===== src/verilog/occ_pkg.sv =====
// Constants, types and register map of the four-channel output compare block
// Behaviour
// - Four channels, each with its own control register
// - Idle-stop bit 13 halts channel during idle
// - Fault bit 4 set by hardware, read-only
// - Fault bit used only in mode 111
// - Bit 3 picks third timer, else second
// - Mode 111: PWM with fault input watched
// - Mode 110: PWM, fault input ignored
// - Mode 101: start low, continuous pulse train
// - Mode 100: start low, one single pulse
// - Mode 011: each compare event toggles output
// - Mode 010: start high, event forces low
// - Mode 001: start low, event forces high
// - Mode 000: channel disabled, output quiet
package occ_pkg;

  // Channel count and data widths
  localparam int OCC_NUM_CH  = 4;
  localparam int OCC_CNT_W   = 16;
  localparam int OCC_ADDR_W  = 8;
  localparam int OCC_DATA_W  = 32;

  // Byte addresses: channel n at n * stride
  localparam logic [OCC_ADDR_W-1:0] OCC_CH_STRIDE  = 8'h10;
  localparam logic [OCC_ADDR_W-1:0] OCC_OFF_CTRL   = 8'h00;
  localparam logic [OCC_ADDR_W-1:0] OCC_OFF_CMP    = 8'h04;
  localparam logic [OCC_ADDR_W-1:0] OCC_OFF_CMP2   = 8'h08;
  localparam logic [OCC_ADDR_W-1:0] OCC_OFF_STATUS = 8'h40;

  // Control register field positions
  localparam int OCC_IDLE_BIT = 13;
  localparam int OCC_FLT_BIT  = 4;
  localparam int OCC_TSEL_BIT = 3;
  localparam int OCC_MODE_LSB = 0;
  localparam int OCC_MODE_W   = 3;

  // Reset values
  localparam logic [OCC_CNT_W-1:0]  OCC_CNT_RST  = 16'h0000;
  localparam logic [OCC_DATA_W-1:0] OCC_DATA_RST = 32'h0000_0000;

  // AXI response codes
  localparam logic [1:0] OCC_RESP_OKAY   = 2'h0;
  localparam logic [1:0] OCC_RESP_SLVERR = 2'h2;

  // Register selector within a channel
  localparam logic [1:0] OCC_SEL_CTRL = 2'h0;
  localparam logic [1:0] OCC_SEL_CMP  = 2'h1;
  localparam logic [1:0] OCC_SEL_CMP2 = 2'h2;
  localparam logic [1:0] OCC_SEL_STAT = 2'h3;

  // Compare modes
  typedef enum logic [2:0] {
    OCC_MODE_OFF    = 3'b000,
    OCC_MODE_SET    = 3'b001,
    OCC_MODE_CLR    = 3'b010,
    OCC_MODE_TOG    = 3'b011,
    OCC_MODE_SINGLE = 3'b100,
    OCC_MODE_TRAIN  = 3'b101,
    OCC_MODE_PWM    = 3'b110,
    OCC_MODE_PWMF   = 3'b111
  } occ_mode_t;

  // Pulse sequencer states
  typedef enum logic [1:0] {
    OCC_ST_IDLE = 2'b00,
    OCC_ST_RISE = 2'b01,
    OCC_ST_FALL = 2'b10,
    OCC_ST_DONE = 2'b11
  } occ_state_t;

  // Software control fields of one channel
  typedef struct packed {
    logic      idle_stop;
    logic      tsel;
    occ_mode_t mode;
  } occ_ctrl_t;

  // One system timer as seen by the channels
  typedef struct packed {
    logic [OCC_CNT_W-1:0] count;
    logic                 period;
  } occ_timer_t;

endpackage : occ_pkg


===== src/verilog/occ_channel.sv =====
// One output compare channel: mode sequencer, PWM and fault latch
`timescale 1ns/1ps
module occ_channel
  import occ_pkg::*;
(
  // Clock and reset
  input  wire logic                 clk_i,
  input  wire logic                 reset_i,
  // Control from the register file
  input  wire occ_ctrl_t            ctrl_i,
  input  wire logic                 mode_wr_i,
  input  wire logic [OCC_CNT_W-1:0] cmp_i,
  input  wire logic [OCC_CNT_W-1:0] cmp2_i,
  // Timer bases, idle and fault
  input  wire occ_timer_t           tmr2_i,
  input  wire occ_timer_t           tmr3_i,
  input  wire logic                 idle_i,
  input  wire logic                 fault_i,
  // Pin and status
  output logic                      out_o,
  output logic                      fault_flag_o
);

  logic                 out_reg;
  logic                 out_next;
  logic                 flag_reg;
  logic                 flag_next;
  occ_state_t           state_reg;
  occ_state_t           state_next;
  logic                 eq_prev_reg;
  logic                 eq2_prev_reg;
  logic [OCC_CNT_W-1:0] duty_reg;
  logic [OCC_CNT_W-1:0] duty_next;

  wire occ_timer_t tb = ctrl_i.tsel ? tmr3_i : tmr2_i;
  // equality edges, one event per match
  wire eq    = (tb.count == cmp_i);
  wire eq2   = (tb.count == cmp2_i);
  wire hit   = eq & ~eq_prev_reg;
  wire hit2  = eq2 & ~eq2_prev_reg;
  wire eqd   = (tb.count == duty_reg);
  // halt while idle when idle-stop set
  wire run   = ~(ctrl_i.idle_stop & idle_i);
  wire pulse = (ctrl_i.mode == OCC_MODE_SINGLE) | (ctrl_i.mode == OCC_MODE_TRAIN);
  wire pwmf  = (ctrl_i.mode == OCC_MODE_PWMF);

  // Next-state logic for pin, sequencer and fault flag
  always_comb begin
    out_next   = out_reg;
    flag_next  = flag_reg;
    state_next = state_reg;
    duty_next  = duty_reg;
    if (mode_wr_i) begin
      // start high in mode 010, start low otherwise
      out_next   = (ctrl_i.mode == OCC_MODE_CLR);
      state_next = pulse ? OCC_ST_RISE : OCC_ST_IDLE;
      // hardware clear on mode rewrite; a live fault wins in mode 111
      flag_next  = pwmf & fault_i;
    end else if (run) begin
      case (ctrl_i.mode)
        OCC_MODE_OFF: out_next = 1'b0;
        OCC_MODE_SET: if (hit) out_next = 1'b1;
        OCC_MODE_CLR: if (hit) out_next = 1'b0;
        OCC_MODE_TOG: if (hit) out_next = ~out_reg;
        // rise on first value, fall on second
        OCC_MODE_SINGLE, OCC_MODE_TRAIN: begin
          if (state_reg == OCC_ST_RISE && hit) begin
            out_next   = 1'b1;
            state_next = OCC_ST_FALL;
          end else if (state_reg == OCC_ST_FALL && hit2) begin
            out_next   = 1'b0;
            state_next = (ctrl_i.mode == OCC_MODE_TRAIN) ? OCC_ST_RISE : OCC_ST_DONE;
          end
        end
        // high from period start until duty match
        OCC_MODE_PWM, OCC_MODE_PWMF: begin
          if (tb.period) begin
            duty_next = cmp_i;
            out_next  = (cmp_i != OCC_CNT_RST);
          end else if (eqd) begin
            out_next = 1'b0;
          end
          // fault only watched in mode 111
          if (pwmf & (fault_i | flag_reg)) begin
            flag_next = 1'b1;
            out_next  = 1'b0;
          end
        end
        default: out_next = 1'b0;
      endcase
    end
  end

  // State registers
  always_ff @(posedge clk_i) begin
    if (reset_i) begin
      out_reg      <= 1'b0;
      flag_reg     <= 1'b0;
      state_reg    <= OCC_ST_IDLE;
      duty_reg     <= OCC_CNT_RST;
      eq_prev_reg  <= 1'b0;
      eq2_prev_reg <= 1'b0;
    end else begin
      out_reg      <= out_next;
      flag_reg     <= flag_next;
      state_reg    <= state_next;
      duty_reg     <= duty_next;
      eq_prev_reg  <= run ? eq : eq_prev_reg;
      eq2_prev_reg <= run ? eq2 : eq2_prev_reg;
    end
  end

  assign out_o        = out_reg;
  assign fault_flag_o = flag_reg;

endmodule : occ_channel


===== src/verilog/occ_top.sv =====
// Four-channel output compare block with AXI4-Lite register slave
`timescale 1ns/1ps
module occ_top
  import occ_pkg::*;
(
  // Clock and reset
  input  wire logic                    clk_i,
  input  wire logic                    reset_i,
  // AXI4-Lite write address
  input  wire logic [OCC_ADDR_W-1:0]   s_axi_awaddr_i,
  input  wire logic                    s_axi_awvalid_i,
  output logic                         s_axi_awready_o,
  // AXI4-Lite write data
  input  wire logic [OCC_DATA_W-1:0]   s_axi_wdata_i,
  input  wire logic [3:0]              s_axi_wstrb_i,
  input  wire logic                    s_axi_wvalid_i,
  output logic                         s_axi_wready_o,
  // AXI4-Lite write response
  output logic [1:0]                   s_axi_bresp_o,
  output logic                         s_axi_bvalid_o,
  input  wire logic                    s_axi_bready_i,
  // AXI4-Lite read address
  input  wire logic [OCC_ADDR_W-1:0]   s_axi_araddr_i,
  input  wire logic                    s_axi_arvalid_i,
  output logic                         s_axi_arready_o,
  // AXI4-Lite read data
  output logic [OCC_DATA_W-1:0]        s_axi_rdata_o,
  output logic [1:0]                   s_axi_rresp_o,
  output logic                         s_axi_rvalid_o,
  input  wire logic                    s_axi_rready_i,
  // Timer bases
  input  wire logic [OCC_CNT_W-1:0]    second_system_timer_count_i,
  input  wire logic                    second_system_timer_period_i,
  input  wire logic [OCC_CNT_W-1:0]    third_system_timer_count_i,
  input  wire logic                    third_system_timer_period_i,
  // Processor idle and shared fault input
  input  wire logic                    cpu_idle_i,
  input  wire logic                    fault_i,
  // Compare pins and fault flags
  output logic [OCC_NUM_CH-1:0]        compare_output_pin_o,
  output logic [OCC_NUM_CH-1:0]        pwm_fault_flag_o
);

  // Register file: one control, compare and second compare word per channel
  occ_ctrl_t            compare_channel_control_reg [OCC_NUM_CH];
  logic [OCC_CNT_W-1:0] cmp_reg                     [OCC_NUM_CH];
  logic [OCC_CNT_W-1:0] cmp2_reg                    [OCC_NUM_CH];
  logic [OCC_NUM_CH-1:0] mode_wr_reg;
  logic [OCC_NUM_CH-1:0] pin_w;
  logic [OCC_NUM_CH-1:0] flag_w;

  // Write channel holding registers
  logic                  aw_full_reg;
  logic [OCC_ADDR_W-1:0] aw_addr_reg;
  logic                  w_full_reg;
  logic [OCC_DATA_W-1:0] w_data_reg;
  logic [3:0]            w_strb_reg;
  logic                  awready_reg;
  logic                  wready_reg;
  logic                  bvalid_reg;
  logic [1:0]            bresp_reg;

  // Read channel registers
  logic                  arready_reg;
  logic                  rvalid_reg;
  logic [OCC_DATA_W-1:0] rdata_reg;
  logic [1:0]            rresp_reg;

  // Status mirror registers driving the pins
  logic [OCC_NUM_CH-1:0] pin_reg;
  logic [OCC_NUM_CH-1:0] flag_reg;

  // Address decode result
  typedef struct packed {
    logic       hit;
    logic [1:0] ch;
    logic [1:0] sel;
  } occ_dec_t;

  // Decode a byte address into channel and register; shared by reads and writes
  function automatic occ_dec_t occ_decode(input logic [OCC_ADDR_W-1:0] addr);
    occ_dec_t d;
    logic [OCC_ADDR_W-1:0] off;
    d     = '0;
    off   = addr & (OCC_CH_STRIDE - 8'h01);
    d.ch  = addr[5:4];
    if (addr == OCC_OFF_STATUS) begin
      d.hit = 1'b1;
      d.sel = OCC_SEL_STAT;
    end else if (addr < OCC_OFF_STATUS) begin
      if (off == OCC_OFF_CTRL) begin
        d.hit = 1'b1;
        d.sel = OCC_SEL_CTRL;
      end else if (off == OCC_OFF_CMP) begin
        d.hit = 1'b1;
        d.sel = OCC_SEL_CMP;
      end else if (off == OCC_OFF_CMP2) begin
        d.hit = 1'b1;
        d.sel = OCC_SEL_CMP2;
      end
    end
    return d;
  endfunction : occ_decode

  // Merge byte lanes of a 16-bit register
  function automatic logic [OCC_CNT_W-1:0] occ_merge(
    input logic [OCC_CNT_W-1:0]  old,
    input logic [OCC_DATA_W-1:0] data,
    input logic [3:0]            strb
  );
    logic [OCC_CNT_W-1:0] v;
    v = old;
    if (strb[0]) v[7:0]  = data[7:0];
    if (strb[1]) v[15:8] = data[15:8];
    return v;
  endfunction : occ_merge

  // Write commits once both address and data are held and no response waits
  wire       wr_go  = aw_full_reg & w_full_reg & ~bvalid_reg;
  wire occ_dec_t wr_dec = occ_decode(aw_addr_reg);
  // Status register is read-only; writes to it answer OKAY and change nothing
  wire       wr_reg = wr_go & wr_dec.hit & (wr_dec.sel != OCC_SEL_STAT);

  // Read decode on the offered address
  wire       rd_go  = s_axi_arvalid_i & arready_reg;
  wire occ_dec_t rd_dec = occ_decode(s_axi_araddr_i);

  // Control word as software sees it, fault flag in bit 4
  logic [OCC_DATA_W-1:0] ctrl_view [OCC_NUM_CH];

  // Read data selection
  logic [OCC_DATA_W-1:0] rd_word;
  always_comb begin
    rd_word = OCC_DATA_RST;
    case (rd_dec.sel)
      OCC_SEL_CTRL: rd_word = ctrl_view[rd_dec.ch];
      OCC_SEL_CMP:  rd_word = {16'h0000, cmp_reg[rd_dec.ch]};
      OCC_SEL_CMP2: rd_word = {16'h0000, cmp2_reg[rd_dec.ch]};
      OCC_SEL_STAT: rd_word = {24'h00_0000, flag_reg, pin_reg};
      default:      rd_word = OCC_DATA_RST;
    endcase
  end

  // AXI write address and data capture, accepted in either order
  always_ff @(posedge clk_i) begin
    if (reset_i) begin
      aw_full_reg <= 1'b0;
      aw_addr_reg <= '0;
      awready_reg <= 1'b0;
      w_full_reg  <= 1'b0;
      w_data_reg  <= OCC_DATA_RST;
      w_strb_reg  <= 4'h0;
      wready_reg  <= 1'b0;
    end else begin
      // Readies stay low while a response waits, so no second write slips in
      awready_reg <= ~aw_full_reg & ~(s_axi_awvalid_i & awready_reg) & ~wr_go & ~bvalid_reg;
      wready_reg  <= ~w_full_reg & ~(s_axi_wvalid_i & wready_reg) & ~wr_go & ~bvalid_reg;
      if (s_axi_awvalid_i & awready_reg) begin
        aw_full_reg <= 1'b1;
        aw_addr_reg <= s_axi_awaddr_i;
      end else if (wr_go) begin
        aw_full_reg <= 1'b0;
      end
      if (s_axi_wvalid_i & wready_reg) begin
        w_full_reg <= 1'b1;
        w_data_reg <= s_axi_wdata_i;
        w_strb_reg <= s_axi_wstrb_i;
      end else if (wr_go) begin
        w_full_reg <= 1'b0;
      end
    end
  end

  // AXI write response; unmapped address answers SLVERR
  always_ff @(posedge clk_i) begin
    if (reset_i) begin
      bvalid_reg <= 1'b0;
      bresp_reg  <= OCC_RESP_OKAY;
    end else if (wr_go) begin
      bvalid_reg <= 1'b1;
      bresp_reg  <= wr_dec.hit ? OCC_RESP_OKAY : OCC_RESP_SLVERR;
    end else if (bvalid_reg & s_axi_bready_i) begin
      bvalid_reg <= 1'b0;
    end
  end

  // AXI read channel: one read at a time, data held until rready
  always_ff @(posedge clk_i) begin
    if (reset_i) begin
      arready_reg <= 1'b0;
      rvalid_reg  <= 1'b0;
      rdata_reg   <= OCC_DATA_RST;
      rresp_reg   <= OCC_RESP_OKAY;
    end else begin
      arready_reg <= ~rvalid_reg & ~rd_go;
      if (rd_go) begin
        rvalid_reg <= 1'b1;
        rdata_reg  <= rd_dec.hit ? rd_word : OCC_DATA_RST;
        rresp_reg  <= rd_dec.hit ? OCC_RESP_OKAY : OCC_RESP_SLVERR;
      end else if (rvalid_reg & s_axi_rready_i) begin
        rvalid_reg <= 1'b0;
      end
    end
  end

  // Shared timer views
  wire occ_timer_t tmr2 = '{count: second_system_timer_count_i,
                            period: second_system_timer_period_i};
  wire occ_timer_t tmr3 = '{count: third_system_timer_count_i,
                            period: third_system_timer_period_i};

  // four identical channels, each with its own registers
  genvar gi;
  generate
    for (gi = 0; gi < OCC_NUM_CH; gi++) begin : g_ch
      wire hit_ch = wr_reg & (wr_dec.ch == 2'(gi));

      // Per-channel register writes; mode change pulses the sequencer
      always_ff @(posedge clk_i) begin
        if (reset_i) begin
          compare_channel_control_reg[gi] <= '{idle_stop: 1'b0, tsel: 1'b0,
                                               mode: OCC_MODE_OFF};
          cmp_reg[gi]     <= OCC_CNT_RST;
          cmp2_reg[gi]    <= OCC_CNT_RST;
          mode_wr_reg[gi] <= 1'b0;
        end else begin
          mode_wr_reg[gi] <= hit_ch & (wr_dec.sel == OCC_SEL_CTRL) & w_strb_reg[0];
          if (hit_ch & (wr_dec.sel == OCC_SEL_CTRL)) begin
            // idle-stop sits in the upper byte lane
            if (w_strb_reg[1]) begin
              compare_channel_control_reg[gi].idle_stop <= w_data_reg[OCC_IDLE_BIT];
            end
            // timer select and mode in the lower byte lane
            if (w_strb_reg[0]) begin
              compare_channel_control_reg[gi].tsel <= w_data_reg[OCC_TSEL_BIT];
              compare_channel_control_reg[gi].mode <=
                occ_mode_t'(w_data_reg[OCC_MODE_LSB +: OCC_MODE_W]);
            end
          end
          if (hit_ch & (wr_dec.sel == OCC_SEL_CMP)) begin
            cmp_reg[gi] <= occ_merge(cmp_reg[gi], w_data_reg, w_strb_reg);
          end
          if (hit_ch & (wr_dec.sel == OCC_SEL_CMP2)) begin
            cmp2_reg[gi] <= occ_merge(cmp2_reg[gi], w_data_reg, w_strb_reg);
          end
        end
      end

      // fault bit reads from hardware only, never written
      assign ctrl_view[gi] = {18'h0_0000,
                              compare_channel_control_reg[gi].idle_stop,
                              8'h00,
                              flag_w[gi],
                              compare_channel_control_reg[gi].tsel,
                              compare_channel_control_reg[gi].mode};

      // Channel core
      occ_channel u_channel (
        .clk_i        (clk_i),
        .reset_i      (reset_i),
        .ctrl_i       (compare_channel_control_reg[gi]),
        .mode_wr_i    (mode_wr_reg[gi]),
        .cmp_i        (cmp_reg[gi]),
        .cmp2_i       (cmp2_reg[gi]),
        .tmr2_i       (tmr2),
        .tmr3_i       (tmr3),
        .idle_i       (cpu_idle_i),
        .fault_i      (fault_i),
        .out_o        (pin_w[gi]),
        .fault_flag_o (flag_w[gi])
      );
    end
  endgenerate

  // Pin and flag outputs retimed so every top output leaves a flip-flop
  always_ff @(posedge clk_i) begin
    if (reset_i) begin
      pin_reg  <= '0;
      flag_reg <= '0;
    end else begin
      pin_reg  <= pin_w;
      flag_reg <= flag_w;
    end
  end

  // Output drive
  assign s_axi_awready_o      = awready_reg;
  assign s_axi_wready_o       = wready_reg;
  assign s_axi_bvalid_o       = bvalid_reg;
  assign s_axi_bresp_o        = bresp_reg;
  assign s_axi_arready_o      = arready_reg;
  assign s_axi_rvalid_o       = rvalid_reg;
  assign s_axi_rdata_o        = rdata_reg;
  assign s_axi_rresp_o        = rresp_reg;
  assign compare_output_pin_o = pin_reg;
  assign pwm_fault_flag_o     = flag_reg;

endmodule : occ_top


===== config.mk =====
export PLATFORM = sky130hd
export DESIGN_NAME = occ_top
export DESIGN_NICKNAME = d
export VERILOG_FILES = /design/src/verilog/occ_pkg.sv /design/src/verilog/occ_channel.sv /design/src/verilog/occ_top.sv
export SDC_FILE = /design/constraint.sdc
export NUM_CORES = 1
export LEC_CHECK = 0
export ABC_AREA = 1
export BUFFER_PORTS_ARGS = -buffer_cell sky130_fd_sc_hd__clkbuf_2
export CORE_MARGIN = 1.5
export CORE_UTILIZATION = 25
export CTS_CLUSTER_DIAMETER = 30
export DETAILED_ROUTE_END_ITERATION = 10
export GPL_TIMING_DRIVEN = 1
export MAX_ROUTING_LAYER = met4
export PLACE_DENSITY = 0.49
export SYNTH_ARGS = -nofsm -noshare
export SYNTH_HDL_FRONTEND = slang
export SYNTH_SLANG_ARGS = --single-unit
export TNS_END_PERCENT = 100

===== constraint.sdc =====
create_clock -name clk_i -period 3.5 [get_ports clk_i]
set_input_delay 0.525 -clock clk_i [delete_from_list [all_inputs] [get_ports clk_i]]
set_output_delay 0.525 -clock clk_i [all_outputs]
set_load 0.05 [all_outputs]

==> results.json <==
{
  "syn_area_per_cell_um2": 6.89,
  "ys_seq_area_share_pct": 42.1,
  "slowest_stage": "edfxtp_1",
  "min_to": "aw_addr_reg[5]$_SDFFE_PP0P_",
  "stdcell_count": 3731,
  "ys_types": 49,
  "hold_viol": 0,
  "ctsHoldBuffers": 0,
  "tightest_slew_ns": 1.14,
  "synthArstFlopShare_pct": 0,
  "gp_congestion": 0.957,
  "port_buffers": 107,
  "relSlewSlack_pct": 23.9,
  "insertion_delay_ns": 0.61,
  "overflow": 0,
  "wl_per_cell_um": 19.9,
  "postPlaceCellArea_um2": 19400,
  "cts_made_buffers": 84,
  "status": "completed",
  "rsz0062_at_grt": "false",
  "die_y_um": 269,
  "r2r_end": "g_ch[2].u_channel.state_reg[1]$_SDFFE_PP0P_",
  "endpoint_kind": "register",
  "synthTopCellsByArea": "edfxtp_1 25%, dfxtp_1 17%, nand2_1 15%",
  "routed_wl_mm": 74.3,
  "ys.flop_type": "dfxtp_1",
  "clockRootBuffer": "clkbuf_16",
  "grt_util_met3_pct": 3.86,
  "vias": 17400,
  "clock-sinks": 299,
  "fmax_mhz": 372,
  "busiest_layer": "met2",
  "fin_setup_tns_ns": 0,
  "worstHoldStart": "s_axi_awaddr_i[5]",
  "holdPathStages": 3,
  "crit_required_ns": 3.98,
  "synth_top_area_share_pct": 25.1,
  "drc_errors": 0,
  "synthTopCellsByCount": "698 x nand2_1, 355 x nor2_1, 294 x inv_1, 254 x o21ai_0, 220 x a21oi_1",
  "die_w_um": 269,
  "post-route-period-util_pct": 76.8,
  "area_growth_pct": 25.9,
  "start_kind": "register",
  "period_minus_slack_ns": 2.69,
  "synthCells": 2570,
  "yosys_warnings": 0,
  "synth.most_common_cell": "nand2_1",
  "antenna_found_initial": 4,
  "place_inst": 3574,
  "htree_num_levels": 3,
  "design_area_um2": 22300,
  "ys_seq_elements": 299,
  "met1_usage_pct": 27.7,
  "ant_nets": 0,
  "crit_path_max_incr_delay_ns": 0.52,
  "cp_common_cell": "nand2_1",
  "nNetsFinal": 2815,
  "post_cts_buffers": 0,
  "drtPass1Iterations": 6,
  "leakage_uw": 0.00959,
  "crit_path_cell_trace": "inv_1 -> nand2_1 -> nand2_1 -> nand2_1 -> nand2_1 -> nor2_1 -> nand2_1 -> nor2_1 -> nand3_1 -> nor2_1 -> nor2_2 -> nand2_1 -> nand3_1 -> nand2_1 -> nor2_1",
  "dieArea_um2": 72500,
  "crit_type": "reg2reg",
  "hold_class": "in2reg",
  "finalClockSkew_ns": 0.0281,
  "grt_pass1_vias": 16300,
  "path_max_fanout": 8,
  "core_area_um2": 70100,
  "grt_util_met2_pct": 30.7,
  "seq_area_um2": 7470,
  "post_cts_resize_count": 0,
  "cts_buffer_depth": 3,
  "std_cell_rows": 97,
  "finalMaxSlewViolations": 0,
  "worstReg2RegStart": "compare_channel_control_reg[2][3]$_SDFFCE_PN0P_",
  "track_usage_pct": 20.7,
  "setup_violations": 0,
  "routed_via_density": 4.68,
  "dr.first_iter.drc_count": 1713,
  "critPathArrivalTime_ns": 3.17,
  "path_delay_family": "simple AND/OR/NAND/NOR gates",
  "p_per_area_nw_per_um2": 583,
  "cts_tree": "built",
  "rr_worst_depth": 15,
  "grt_pass1_wl_mm": 108,
  "cp.depth": 15,
  "grt_max_degree": 70,
  "path_buf_inv": 1,
  "drv_cap": 0,
  "drive_above_1_share_pct": 12.8,
  "ioPinCount": 144,
  "start_util_pct": 25.3,
  "rrSetupSlack_ns": 0.81,
  "synth_edf_count": 148,
  "fill_cells": 7670,
  "ir_worst_vdd_mv": 0.320,
  "clk_pin_slew_ns": 0.05,
  "hpwl_mm": 56.8,
  "multi_input_area_um2": 8490,
  "syn_area_um2": 17700,
  "synth_top_area_cell": "edfxtp_1"
}
layout by cell type (no fill, tap or decap), drive strengths merged, types with 33 or more instances in the layout:
cell type	count
a21oi	220
nand2	711
nand3	86
inv	307
buf	60
xor2	51
clkinv	33
clkbuf	222
nor2	363
dfxtp	151
o21ai	288
nand4	35
edfxtp	148
where the power goes:
part / switching [uW] / total, uW / internal (uW)
logic: 917 / 1240 / 323
clock network: 2320 / 7860 / 5540
registers: 115 / 3910 / 3800
total: 3350 / 13000 / 9670
layer usage:
metal | vias to the layer above | wire, um
li1 | 8670 | -
met1 | 7983 | 33400
met2 | 675 | 32500
met3 | 117 | 5790
met4 | 0 | 2630
met5 | - | 0
through the flow:
stage | total power, uW | worst slack (ns) | hold WS, ns | util, %
detailed placement | 5190 | 0.838 | 0.445 | 27.6
CTS | 13100 | 0.865 | 0.156 | 31.8
global placement | 5190 | 0.828 | 0.440 | 27.6
finish | 13000 | 0.812 | 0.189 | 31.8
floorplan | 4700 | 0.919 | 0.417 | -
global route | 13400 | 0.634 | 0.200 | 31.8
kinds of logic (layout without fill, tap and decap cells):
logic type / count (synthesis) / count (layout) / synth area share [%]
AOI/OAI and AO/OA: 552 / 552 / 16.5
buffers and inverters: 432 / 633 / 10.3
xor gates and xnor gates: 55 / 55 / 2.72
DFF: 299 / 299 / 42.1
and+or+nand+nor: 1231 / 1231 / 28.3
other: 1 / 21 / 0.0212
worst reg2reg max path, cell delays in order (launching register included):
cell and delay, ns:
edfxtp_1 0.52, inv_1 0.29, nand2_1 0.16, nand2_1 0.22, nand2_1 0.21, nand2_1 0.07, nor2_1 0.11, nand2_1 0.05
nor2_1 0.22, nand3_1 0.17, nor2_1 0.18, nor2_2 0.06, nand2_1 0.11, nand3_1 0.08, nand2_1 0.06, nor2_1 0.04
worst max-delay path by stage:
stage,start,end,slack (ns)
2_1_floorplan,s_axi_bvalid_o$_SDFFE_PP0P_,cmp2_reg[0][0]$_SDFFCE_PN0P_,0.92
3_3_place_gp,third_system_timer_count_i[4],g_ch[2].u_channel.out_o$_SDFFE_PP0P_,0.83
3_5_place_dp,third_system_timer_count_i[4],g_ch[2].u_channel.out_o$_SDFFE_PP0P_,0.84
4_1_cts,compare_channel_control_reg[2][3]$_SDFFCE_PN0P_,g_ch[2].u_channel.state_reg[1]$_SDFFE_PP0P_,0.87
5_1_grt,compare_channel_control_reg[2][3]$_SDFFCE_PN0P_,g_ch[2].u_channel.out_o$_SDFFE_PP0P_,0.63
6_report,compare_channel_control_reg[2][3]$_SDFFCE_PN0P_,g_ch[2].u_channel.state_reg[1]$_SDFFE_PP0P_,0.81
final cells by class:
type	instances	share of cell area (%)
diodes	3	0.0337
clock buffers	115	11.0
clock inverters	39	2.15
multi-input cells	1856	38.1
repair buffers	167	4.70
flip-flops and latches	299	33.5
inverters	312	5.26
well taps	940	5.27
Power figures use the tool's default switching activity.
